## src/hdl/dss_pkg.sv

```systemverilog
// Purpose: Shared constants and types for the servo and spindle sequencer
// Assumes: 100 MHz processor clock, one synchronous active-high reset
// Notes:   Field lengths are clock cycles; positive drive moves outward
package dss_pkg;
    localparam int CLK_PERIOD_NS  = 10;
    localparam int CYL_W          = 16;
    localparam int ADC_W          = 10;
    localparam int DAC_W          = 12;
    localparam int CNT_W          = 24;
    localparam int FCNT_W         = 16;
    localparam int NUM_BURSTS     = 4;
    localparam int PULSES_PER_REV = 6;

    // Servo frame field lengths
    localparam logic [FCNT_W-1:0] RECOVERY_CYC  = 16'h0028;
    localparam logic [FCNT_W-1:0] MARK_WAIT_CYC = 16'h00c8;
    localparam logic [FCNT_W-1:0] GRAY_BIT_CYC  = 16'h0008;
    localparam logic [FCNT_W-1:0] BURST_CYC     = 16'h0020;
    localparam logic [FCNT_W-1:0] PAD_CYC       = 16'h0018;

    // Spindle and head-load timing
    localparam int REF_REV_NS   = 11111000;
    localparam int REF_REV_CYC  = REF_REV_NS / CLK_PERIOD_NS;
    localparam int CHARGE_US    = 1000;
    localparam int CHARGE_CYC   = CHARGE_US * 1000 / CLK_PERIOD_NS;
    localparam int HOLD_US      = 2000;
    localparam int HOLD_CYC     = HOLD_US * 1000 / CLK_PERIOD_NS;
    localparam int PUMP_K_SHIFT = 2;

    // Actuator drive levels and loop gains
    localparam logic signed [19:0] HOLD_DRIVE  = 20'shfffe0;
    localparam logic signed [19:0] OUT_DRIVE   = 20'sh00100;
    localparam logic signed [19:0] CREEP_DRIVE = 20'sh00040;
    localparam logic signed [19:0] CREEP_SPEED = 20'sh00002;
    localparam logic signed [19:0] DRV_MAX     = 20'sh007ff;
    localparam logic signed [19:0] DRV_MIN     = 20'shff800;
    localparam int SEEK_SHL = 2;
    localparam int KP_SHL   = 1;
    localparam int KD_SHL   = 2;

    // Spindle mode codes
    localparam logic [1:0] MODE_START  = 2'h1;
    localparam logic [1:0] MODE_ACCEL  = 2'h2;
    localparam logic [1:0] MODE_STABLE = 2'h3;

    typedef enum logic [5:0] {
        F_RECOV  = 6'h01,
        F_COARSE = 6'h02,
        F_PREAM  = 6'h04,
        F_GRAY   = 6'h08,
        F_BURST  = 6'h10,
        F_PAD    = 6'h20
    } dss_frame_t;

    typedef enum logic [4:0] {
        A_HOLD   = 5'h01,
        A_OUT    = 5'h02,
        A_CREEP  = 5'h04,
        A_FOLLOW = 5'h08,
        A_SEEK   = 5'h10
    } dss_act_t;

    typedef enum logic [3:0] {
        SP_CHARGE = 4'h1,
        SP_START  = 4'h2,
        SP_ACCEL  = 4'h4,
        SP_STABLE = 4'h8
    } dss_spin_t;
endpackage : dss_pkg

```

## src/hdl/dss_gray2bin.sv

```systemverilog
// Purpose: Gray code to binary conversion of the cylinder field
// Assumes: Combinational, result used in the cycle the field completes
// Notes:   Cascaded exclusive-OR from the top bit downward
module dss_gray2bin #(
    parameter int W = 16
) (
    input  wire logic [W-1:0] i_gray,
    output logic      [W-1:0] o_bin
);
    assign o_bin[W-1] = i_gray[W-1];
    for (genvar k = 0; k < W - 1; k++) begin : g_xor
        assign o_bin[k] = o_bin[k+1] ^ i_gray[k];
    end
endmodule : dss_gray2bin

```

## src/hdl/dss_servo_spindle.sv

```systemverilog
// Purpose: Servo frame decode, actuator loops and spindle sequencing
// Assumes: Mark, gray and rotation inputs are asynchronous pins
// Notes:   ADC data and firmware controls share the processor clock
// Function
// - Frame: recovery, mark, preamble, gray, bursts, pad
// - Servo mark opens gray and burst windows
// - Preamble locks; fine mark searched after coarse
// - Gray cylinder field with index converted binary
// - On track, burst A amplitude equals B
// - Four bursts captured under the sample strobe
// - Drive current updated once per servo sample
// - Head load: hold inner, outward, creep, follow
// - Cylinder zero is the outermost circumference
// - Seek drives cylinder error until target reached
// - Otherwise track follow with compensation filtering
// - Spindle modes: start, acceleration, stable rotation
// - Charge pump first, then motor start mode
// - No rotation pulse in time resets, restarts
// - No commutation signals during acceleration mode
// - Accelerate until target speed, then stable
// - Stable: charge if slow, discharge if fast
// - Correction applied every sixth of a revolution
// - Periodic speed measurement sets motor current
// - Drive value sent to the actuator DAC
module dss_servo_spindle
    import dss_pkg::*;
#(
    parameter int HOLD_CYCLES    = HOLD_CYC,
    parameter int CHARGE_CYCLES  = CHARGE_CYC,
    parameter int REF_REV_CYCLES = REF_REV_CYC
) (
    input  wire logic             i_clock,
    input  wire logic             i_sys_rst,
    input  wire logic             i_clk_en,
    input  wire logic             i_coarse_servo_mark,
    input  wire logic             i_fine_servo_mark,
    input  wire logic             i_gray_bit,
    input  wire logic [ADC_W-1:0] i_adc_data,
    input  wire logic             i_rotation_pulse,
    input  wire logic [CNT_W-1:0] i_start_timeout,
    input  wire logic             i_timeout_clr,
    input  wire logic             i_seek_req,
    input  wire logic [CYL_W-1:0] i_seek_target,
    input  wire logic [CYL_W-1:0] i_ref_cylinder,
    output logic                  o_burst_sample_strobe,
    output logic      [1:0]       o_burst_sel,
    output logic      [CYL_W-1:0] o_cylinder,
    output logic                  o_index,
    output logic                  o_frame_done,
    output logic      [DAC_W-1:0] o_dac_value,
    output logic                  o_dac_load,
    output logic                  o_tracking,
    output logic                  o_seek_done,
    output logic      [1:0]       o_spin_mode,
    output logic                  o_motor_run,
    output logic                  o_commutate_en,
    output logic                  o_driver_reset,
    output logic                  o_pump_charge,
    output logic                  o_pump_discharge,
    output logic                  o_start_timeout
);
    function automatic logic [DAC_W-1:0] dss_sat(
        input logic signed [19:0] v
    );
        if (v > DRV_MAX) begin
            return DRV_MAX[DAC_W-1:0];
        end else if (v < DRV_MIN) begin
            return DRV_MIN[DAC_W-1:0];
        end
        return v[DAC_W-1:0];
    endfunction : dss_sat

    // Pin synchronisers
    logic [3:0] sync1_q;
    logic [3:0] sync2_q;
    logic       rot_d3_q;
    wire  [3:0] pins = {i_rotation_pulse, i_gray_bit, i_fine_servo_mark,
                        i_coarse_servo_mark};
    wire        coarse_s  = sync2_q[0];
    wire        fine_s    = sync2_q[1];
    wire        gray_s    = sync2_q[2];
    wire        rot_pulse = sync2_q[3] & ~rot_d3_q;

    always_ff @(posedge i_clock) begin
        if (i_sys_rst) begin
            sync1_q  <= 4'h0;
            sync2_q  <= 4'h0;
            rot_d3_q <= 1'b0;
        end else if (i_clk_en) begin
            sync1_q  <= pins;
            sync2_q  <= sync1_q;
            rot_d3_q <= sync2_q[3];
        end
    end

    // Servo frame decoder
    dss_frame_t        fs_q;
    dss_frame_t        fs_d;
    logic [FCNT_W-1:0] fcnt_q;
    logic [4:0]        bit_q;
    logic [1:0]        bsel_q;
    logic [CYL_W:0]    gshift_q;
    logic [CYL_W-1:0]  cyl_q;
    logic [CYL_W-1:0]  cyl_bin;
    logic [ADC_W-1:0]  burst_q [NUM_BURSTS];

    wire [FCNT_W-1:0] f_lim = (fs_q == F_RECOV) ? RECOVERY_CYC :
                              (fs_q == F_PREAM) ? MARK_WAIT_CYC :
                              (fs_q == F_GRAY)  ? GRAY_BIT_CYC :
                              (fs_q == F_BURST) ? BURST_CYC : PAD_CYC;
    wire fend       = (fcnt_q == f_lim - 16'h0001);
    wire gray_take  = (fs_q == F_GRAY) & fend;
    wire gray_last  = gray_take & (bit_q == 5'(CYL_W));
    wire burst_take = (fs_q == F_BURST) & fend;
    wire burst_last = burst_take & (bsel_q == 2'h3);
    wire frame_done = (fs_q == F_PAD) & fend;
    wire mark_seen  = (fs_q == F_COARSE) & coarse_s;
    wire [CYL_W:0] gray_word = {gshift_q[CYL_W-1:0], gray_s};

    always_comb begin
        fs_d = fs_q;
        case (fs_q)
            F_RECOV:  if (fend) fs_d = F_COARSE;
            F_COARSE: if (coarse_s) fs_d = F_PREAM;
            F_PREAM: begin
                if (fine_s) fs_d = F_GRAY;
                else if (fend) fs_d = F_COARSE;
            end
            F_GRAY:   if (gray_last) fs_d = F_BURST;
            F_BURST:  if (burst_last) fs_d = F_PAD;
            F_PAD:    if (frame_done) fs_d = F_RECOV;
            default:  fs_d = F_RECOV;
        endcase
    end

    dss_gray2bin #(
        .W (CYL_W)
    ) u_gray (
        .i_gray (gray_word[CYL_W-1:0]),
        .o_bin  (cyl_bin)
    );

    always_ff @(posedge i_clock) begin
        if (i_sys_rst) begin
            fs_q                  <= F_RECOV;
            fcnt_q                <= '0;
            bit_q                 <= '0;
            bsel_q                <= '0;
            gshift_q              <= '0;
            cyl_q                 <= '0;
            o_index               <= 1'b0;
            o_burst_sample_strobe <= 1'b0;
            o_frame_done          <= 1'b0;
        end else if (i_clk_en) begin
            fs_q   <= fs_d;
            fcnt_q <= (fend || fs_d != fs_q) ? '0 : fcnt_q + 1'b1;
            bit_q  <= (fs_q != F_GRAY) ? '0 : bit_q + {4'h0, gray_take};
            bsel_q <= (fs_q != F_BURST) ? '0 : bsel_q + {1'b0, burst_take};
            if (gray_take) begin
                gshift_q <= gray_word;
            end
            if (gray_last) begin
                cyl_q   <= cyl_bin;
                o_index <= gray_word[CYL_W];
            end
            o_burst_sample_strobe <= (fs_d == F_BURST);
            o_frame_done          <= frame_done;
        end
    end

    for (genvar b = 0; b < NUM_BURSTS; b++) begin : g_burst
        always_ff @(posedge i_clock) begin
            if (i_sys_rst) begin
                burst_q[b] <= '0;
            end else if (i_clk_en && burst_take && bsel_q == 2'(b)) begin
                burst_q[b] <= i_adc_data;
            end
        end
    end

    assign o_cylinder  = cyl_q;
    assign o_burst_sel = bsel_q;

    // Actuator loops
    dss_act_t          act_q;
    dss_act_t          act_d;
    logic [CNT_W-1:0]  hcnt_q;
    logic [CYL_W-1:0]  target_q;
    logic [CYL_W-1:0]  cyl_prev_q;
    logic signed [19:0] pe_prev_q;
    logic [DAC_W-1:0]  dac_q;
    dss_spin_t         spin_q;
    dss_spin_t         spin_d;

    // Burst A minus burst B is the off-track error
    wire signed [19:0] pos_err = 20'($signed({1'b0, burst_q[0]}) -
                                     $signed({1'b0, burst_q[1]}));
    wire signed [19:0] cyl_err = 20'($signed({1'b0, cyl_q}) -
                                     $signed({1'b0, target_q}));
    wire signed [19:0] speed   = 20'($signed({1'b0, cyl_prev_q}) -
                                     $signed({1'b0, cyl_q}));
    wire signed [19:0] seek_drv   = cyl_err <<< SEEK_SHL;
    wire signed [19:0] creep_drv  = CREEP_DRIVE +
                                    ((CREEP_SPEED - speed) <<< KP_SHL);
    wire signed [19:0] follow_drv = (pos_err <<< KP_SHL) +
                                    ((pos_err - pe_prev_q) <<< KD_SHL);
    wire seek_ok = i_seek_req & (spin_q == SP_STABLE) &
                   (i_seek_target != cyl_q);
    wire at_ref  = (cyl_q <= i_ref_cylinder);

    always_comb begin
        act_d = act_q;
        case (act_q)
            A_HOLD:   if (hcnt_q == CNT_W'(HOLD_CYCLES - 1)) act_d = A_OUT;
            A_OUT:    if (mark_seen) act_d = A_CREEP;
            A_CREEP:  if (frame_done && at_ref) act_d = A_FOLLOW;
            A_FOLLOW: if (seek_ok) act_d = A_SEEK;
            A_SEEK:   if (frame_done && cyl_q == target_q) act_d = A_FOLLOW;
            default:  act_d = A_HOLD;
        endcase
    end

    wire hold_go = (act_q == A_HOLD) & (hcnt_q == '0);
    wire out_go  = (act_q == A_HOLD) & (act_d == A_OUT);
    wire loop_go = frame_done & ((act_q == A_CREEP) | (act_q == A_FOLLOW) |
                                 (act_q == A_SEEK));
    wire dac_upd = hold_go | out_go | loop_go;
    wire signed [19:0] drv_sel = hold_go ? HOLD_DRIVE :
                                 out_go ? OUT_DRIVE :
                                 (act_q == A_CREEP) ? creep_drv :
                                 (act_q == A_SEEK) ? seek_drv :
                                 follow_drv;

    always_ff @(posedge i_clock) begin
        if (i_sys_rst) begin
            act_q       <= A_HOLD;
            hcnt_q      <= '0;
            target_q    <= '0;
            cyl_prev_q  <= '0;
            pe_prev_q   <= '0;
            dac_q       <= '0;
            o_dac_load  <= 1'b0;
            o_tracking  <= 1'b0;
            o_seek_done <= 1'b0;
        end else if (i_clk_en) begin
            act_q <= act_d;
            if (act_q == A_HOLD) begin
                hcnt_q <= hcnt_q + 1'b1;
            end
            if (act_q == A_CREEP && act_d == A_FOLLOW) begin
                target_q <= i_ref_cylinder;
            end else if (act_q == A_FOLLOW && act_d == A_SEEK) begin
                target_q <= i_seek_target;
            end
            if (frame_done) begin
                cyl_prev_q <= cyl_q;
                pe_prev_q  <= pos_err;
            end
            if (dac_upd) begin
                dac_q <= dss_sat(drv_sel);
            end
            o_dac_load  <= dac_upd;
            o_tracking  <= (act_d == A_FOLLOW);
            o_seek_done <= (act_q == A_SEEK) & (act_d == A_FOLLOW);
        end
    end

    assign o_dac_value = dac_q;

    // Spindle sequencer
    logic [CNT_W-1:0] scnt_q;
    logic [CNT_W-1:0] pcnt_q;
    logic             dir_q;

    wire [CNT_W+2:0] rev_est  = ((CNT_W+3)'(scnt_q) + (CNT_W+3)'(1)) *
                                (CNT_W+3)'(PULSES_PER_REV);
    wire [CNT_W+2:0] rev_ref  = (CNT_W+3)'(REF_REV_CYCLES);
    wire             rev_slow = (rev_est > rev_ref);
    wire [CNT_W+2:0] rev_diff = rev_slow ? rev_est - rev_ref
                                         : rev_ref - rev_est;
    wire [CNT_W+2:0] corr_w   = rev_diff >> PUMP_K_SHIFT;
    wire [CNT_W-1:0] corr     = (|corr_w[CNT_W+2:CNT_W]) ? '1
                                : corr_w[CNT_W-1:0];
    wire tmo_set = (spin_q == SP_START) & ~rot_pulse &
                   (scnt_q >= i_start_timeout);
    wire pump_on = (spin_q == SP_STABLE) & (pcnt_q != '0);

    always_comb begin
        spin_d = spin_q;
        case (spin_q)
            SP_CHARGE: begin
                if (scnt_q == CNT_W'(CHARGE_CYCLES - 1)) spin_d = SP_START;
            end
            SP_START: begin
                if (rot_pulse) spin_d = SP_ACCEL;
                else if (tmo_set) spin_d = SP_CHARGE;
            end
            SP_ACCEL:  if (rot_pulse && !rev_slow) spin_d = SP_STABLE;
            SP_STABLE: spin_d = SP_STABLE;
            default:   spin_d = SP_CHARGE;
        endcase
    end

    always_ff @(posedge i_clock) begin
        if (i_sys_rst) begin
            spin_q           <= SP_CHARGE;
            scnt_q           <= '0;
            pcnt_q           <= '0;
            dir_q            <= 1'b0;
            o_pump_charge    <= 1'b0;
            o_pump_discharge <= 1'b0;
            o_motor_run      <= 1'b0;
            o_commutate_en   <= 1'b0;
            o_driver_reset   <= 1'b0;
            o_start_timeout  <= 1'b0;
            o_spin_mode      <= MODE_START;
        end else if (i_clk_en) begin
            spin_q <= spin_d;
            scnt_q <= (spin_d != spin_q || rot_pulse) ? '0 :
                      (&scnt_q) ? scnt_q : scnt_q + 1'b1;
            if (spin_q == SP_STABLE && rot_pulse) begin
                pcnt_q <= corr;
                dir_q  <= rev_slow;
            end else if (pcnt_q != '0) begin
                pcnt_q <= pcnt_q - 1'b1;
            end
            o_pump_charge    <= (spin_q == SP_CHARGE) |
                                (spin_q == SP_ACCEL) |
                                (pump_on & dir_q);
            o_pump_discharge <= pump_on & ~dir_q;
            o_motor_run      <= (spin_q != SP_CHARGE);
            o_commutate_en   <= (spin_q == SP_START);
            o_driver_reset   <= tmo_set;
            o_start_timeout  <= tmo_set | (o_start_timeout & ~i_timeout_clr);
            o_spin_mode      <= (spin_q == SP_STABLE) ? MODE_STABLE :
                                (spin_q == SP_ACCEL) ? MODE_ACCEL :
                                MODE_START;
        end
    end
endmodule : dss_servo_spindle

```

## config.mk

```make
export PLATFORM = sky130hd
export DESIGN_NAME = dss_servo_spindle
export DESIGN_NICKNAME = d
export VERILOG_FILES = /design/src/hdl/dss_pkg.sv /design/src/hdl/dss_gray2bin.sv /design/src/hdl/dss_servo_spindle.sv
export SDC_FILE = /design/constraint.sdc
export NUM_CORES = 1
export LEC_CHECK = 0
export BUFFER_PORTS_ARGS = -buffer_cell sky130_fd_sc_hd__buf_2
export CAP_MARGIN = 20
export CELL_PAD_IN_SITES_DETAIL_PLACEMENT = 0
export CELL_PAD_IN_SITES_GLOBAL_PLACEMENT = 2
export CORE_MARGIN = 4
export CORE_UTILIZATION = 38
export CTS_BUF_LIST = sky130_fd_sc_hd__clkbuf_8
export DETAILED_ROUTE_END_ITERATION = 10
export GPL_ROUTABILITY_DRIVEN = 0
export GPL_TIMING_DRIVEN = 0
export PLACE_DENSITY = 0.8
export RECOVER_POWER = 25
export SLEW_MARGIN = 15
export SYNTH_ARGS = -nofsm -noshare
export SYNTH_HDL_FRONTEND = slang
export SYNTH_SLANG_ARGS = --single-unit
```

## constraint.sdc

```tcl
create_clock -name i_clock -period 7.7 [get_ports i_clock]
set_input_delay 1.54 -clock i_clock [delete_from_list [all_inputs] [get_ports i_clock]]
set_output_delay 1.54 -clock i_clock [all_outputs]
set_load 0.005 [all_outputs]
```

==> out/metrics.yaml <==
synth:
  syn_nets: 2721
  synth_xor_area_frac: 0.09413
  synthCells: 2498
  synth_area_leaders: "dfxtp_1 23%, ha_1 9.2%, a21oi_1 5.5%"
  ys_seq_area_frac: 0.2589
  synthSimpleGateAreaFrac: 0.2351
  synth_top_cell_by_area: "dfxtp_1"
  syn_area_per_cell_um2: 7.769
  synth-edff-count: 20
  syn_area_um2: 19410
  synthAdderAreaFrac: 0.09774
  synth_top_area_frac: 0.2280
  yosysWarningCount: 0
  synth_top_family_by_area: "compound AO/OA/AOI/OAI gates"
  synth_compound_area_frac: 0.2364
  synthFlopType: "dfxtp_1"
  async_flop_share: 0
  synthMuxAreaShare: 0.02553
  synth.distinct_cells: 118
  yosys_register_bits: 241
grt:
  grt_overflow: 0
  first_global_vias: 18040
  grt_start_max_net_pins: 14
  grt.total_usage: 0.2406
  antenna_found_initial: 2
  grt_pass1_wl_mm: 103.1
final_layout:
  seqCellArea_um2: 5025
  mostFrequentLayoutCell: "nor2_1"
  n_fill_cell: 5285
  final_cell_area_um2: 21780
  drive_gt1_frac: 0.09397
  area_delta_synth_final_pct: 12.25
  mostFrequentLayoutCells: "272 x nor2_1, 223 x nand2_1, 221 x dfxtp_1"
  finish.net_count: 2889
  multiInputGateArea_um2: 13370
setup_path:
  cp_max_fo: 10
  ff2ff_path_depth: 21
  crit_family: "simple AND/OR/NAND/NOR gates"
  crit_chain: "ha_1 -> nand3_2 -> nor3_2 -> nand2_1 -> nor2_1 -> nand2_1 -> xnor2_1 -> ha_1 -> clkbuf_1 -> nand3_1 -> a2111oi_0 -> nor2_1 -> xnor2_1 -> nor4_1 -> a211o_1 -> nand2_1 -> mux2i_2 -> xor2_2 -> nand2_2 -> nor2_2 -> a21oi_1"
  endpoint_kind: "register"
  required_ns: 8.18
  worst_path_max_delay_cell: "a2111oi_0"
  r2r-start: "scnt_q[0]"
  crit_path_end: "pcnt_q[16]"
  slowest_delay_ns: 0.79
  crit_arrival_ns: 7.41
  cp-start-kind: "register"
  startpoint: "scnt_q[0]"
  cp.depth: 21
  worstPathBufferInverterCount: 1
  critPathMostFrequentCell: "nand2_1"
  worst-r2r-setup-slack_ns: 0.77
  reg2reg_to: "pcnt_q[16]"
  crit_type: "register to register"
timing:
  rsz0062_at_grt: "no"
  setup_tns_ns: 0
  finalClockSkew_ns: 0.03938
  worst_pin_slew_ns: 1.114
  final.min_clock_period_ns: 6.930
  max_freq_mhz: 144.3
  slew_viol_final: 0
  setup_viol: 0
  fin_crit_sh: 0.9000
  finalHoldViolCount: 0
  slew_headroom: 0.2467
clock_tree:
  cts_sinks: 241
  post-cts-setup-buffer-count: 0
  clk_latency_ns: 0.63
  cts_tree: "yes"
  root_buffer: "clkbuf_8"
  clk_path_buf_depth: 3
  cts-htree-levels: 2
  numCtsBuffers: 48
  clk_pin_slew_ns: 0.06
  post_cts_resize_count: 0
  cts_hold_buffers: 0
placed_design:
  placed_area_um2: 20830
  port_buffers: 117
  dp_hpwl_mm: 53.05
flow_run:
  drv_cap: 0
floorplan:
  die_h_um: 234.0
  core_area_um2: 50270
  die-width_um: 234.0
  die_area_um2: 54750
  pin_count: 119
  num_rows: 82
  start_util: 0.3860
route:
  ant_nets: 0
  routedWlPerCell_um: 19.97
  drt-total-wl_mm: 67.42
  vias_per_cell: 5.536
  num_vias: 18690
  drtPass1Iterations: 5
  route.detailed.drc: 0
  drt-initial-drc-count: 1139
min_path:
  min_path_type: "register to register"
  worstHoldStart: "pe_prev_q[4]"
power_and_ir_drop:
  p_leak_nw: 9.015
  ir_drop_mv: 0.1065
  pwr_density_cell_nw_per_um2: 172.2
  power_w: 0.003752
run_status:
  status: "completed"
## how the worst min path moves through the flow
stage	to	cells past startpoint
floorplan	o_index	2
global placement	o_tracking	1
global route	pe_prev_q[5]	2
finish	pe_prev_q[4]	2
CTS	pe_prev_q[3]	2
detailed placement	o_tracking	1
## worst reg2reg max path: cells and delay by family, from the launching register on
family | cells | cell delay, ns
and+or+nand+nor | 11 | 2.29
xor gates and xnor gates | 3 | 1.42
AOI/OAI and AO/OA | 3 | 1.24
DFF | 1 | 0.57
adders and majority gates | 2 | 0.53
muxes | 1 | 0.39
buffers and inverters | 1 | 0.36
## report_power, final
group / switching (W) / internal (W) / leakage [nW]
clock network: 0.000606 / 0.000742 / 0.561
logic: 0.000600 / 0.000400 / 6.47
registers: 0.0000697 / 0.00133 / 1.99
## synth_stat cells, drive strengths merged (12+ instances only)
| cell type | number |
|---|---|
| nor2b | 34 |
| o21a | 29 |
| o22ai | 21 |
| nor4 | 33 |
| and2 | 29 |
| ha | 142 |
| a211oi | 76 |
| nand2b | 26 |
| nor2 | 274 |
| or3 | 19 |
| xnor2 | 103 |
| dfxtp | 221 |
| nand4 | 46 |
| xor2 | 96 |
| and3 | 27 |
| nor3 | 64 |
| o211ai | 19 |
| a31oi | 17 |
| edfxtp | 20 |
| nand3 | 73 |
| o21ai | 118 |
| mux2i | 48 |
| o31ai | 12 |
| a21oi | 212 |
| a22oi | 13 |
| buf | 27 |
| o21bai | 13 |
| a21o | 59 |
| clkbuf | 82 |
| nand2 | 225 |
| inv | 143 |
## logic make-up after synthesis
family,count (synthesis)
simple gates,918
fa+ha+maj,148
buf+inv,252
flops,241
compound gates,689
xor+xnor,201
mux,49
## registers in the layout (all words and copies together), names as in the netlist, 2 cells and up
register	flops
hcnt_q	24
pcnt_q	24
scnt_q	24
burst_q	20
cyl_prev_q	16
fcnt_q	16
gshift_q	16
o_cylinder	16
target_q	16
o_dac_value	12
pe_prev_q	11
fs_q	6
act_q	5
bit_q	5
spin_q	4
sync1_q	4
sync2_q	4
o_burst_sel	2
o_spin_mode	2
## per-stage QoR
step                  util  instances  setup slack [ns]  hold slack, ns
detailed placement  0.4144       3287            0.8248          0.4396
global placement    0.4144       3287            0.8435          0.4354
CTS                 0.4340       3374            0.7842          0.4543
floorplan                -       2498             2.168          0.4315
finish              0.4333       3376            0.7699          0.4529
global route        0.4333       3376            0.3117          0.4769
## routing by layer
layer / GRT usage / wire length [um]
met2: 0.4267 / 32950
met1: 0.3004 / 29640
met5: 0 / 13
met4: 0.07779 / 2072
met3: 0.03426 / 2738
## area by class of cell
| type | instances | share of cell area |
|---|---|---|
| well taps | 672 | 0.03860 |
| multi-input cells | 2005 | 0.6138 |
| clock inverters | 30 | 0.009190 |
| plain buffers | 109 | 0.02142 |
| repair buffers | 118 | 0.02556 |
| clock buffers | 57 | 0.03601 |
| flip-flops and latches | 241 | 0.2307 |
| diodes | 1 | 0.0001149 |
| inverters | 143 | 0.02464 |
(Power assumes the default switching activity.)
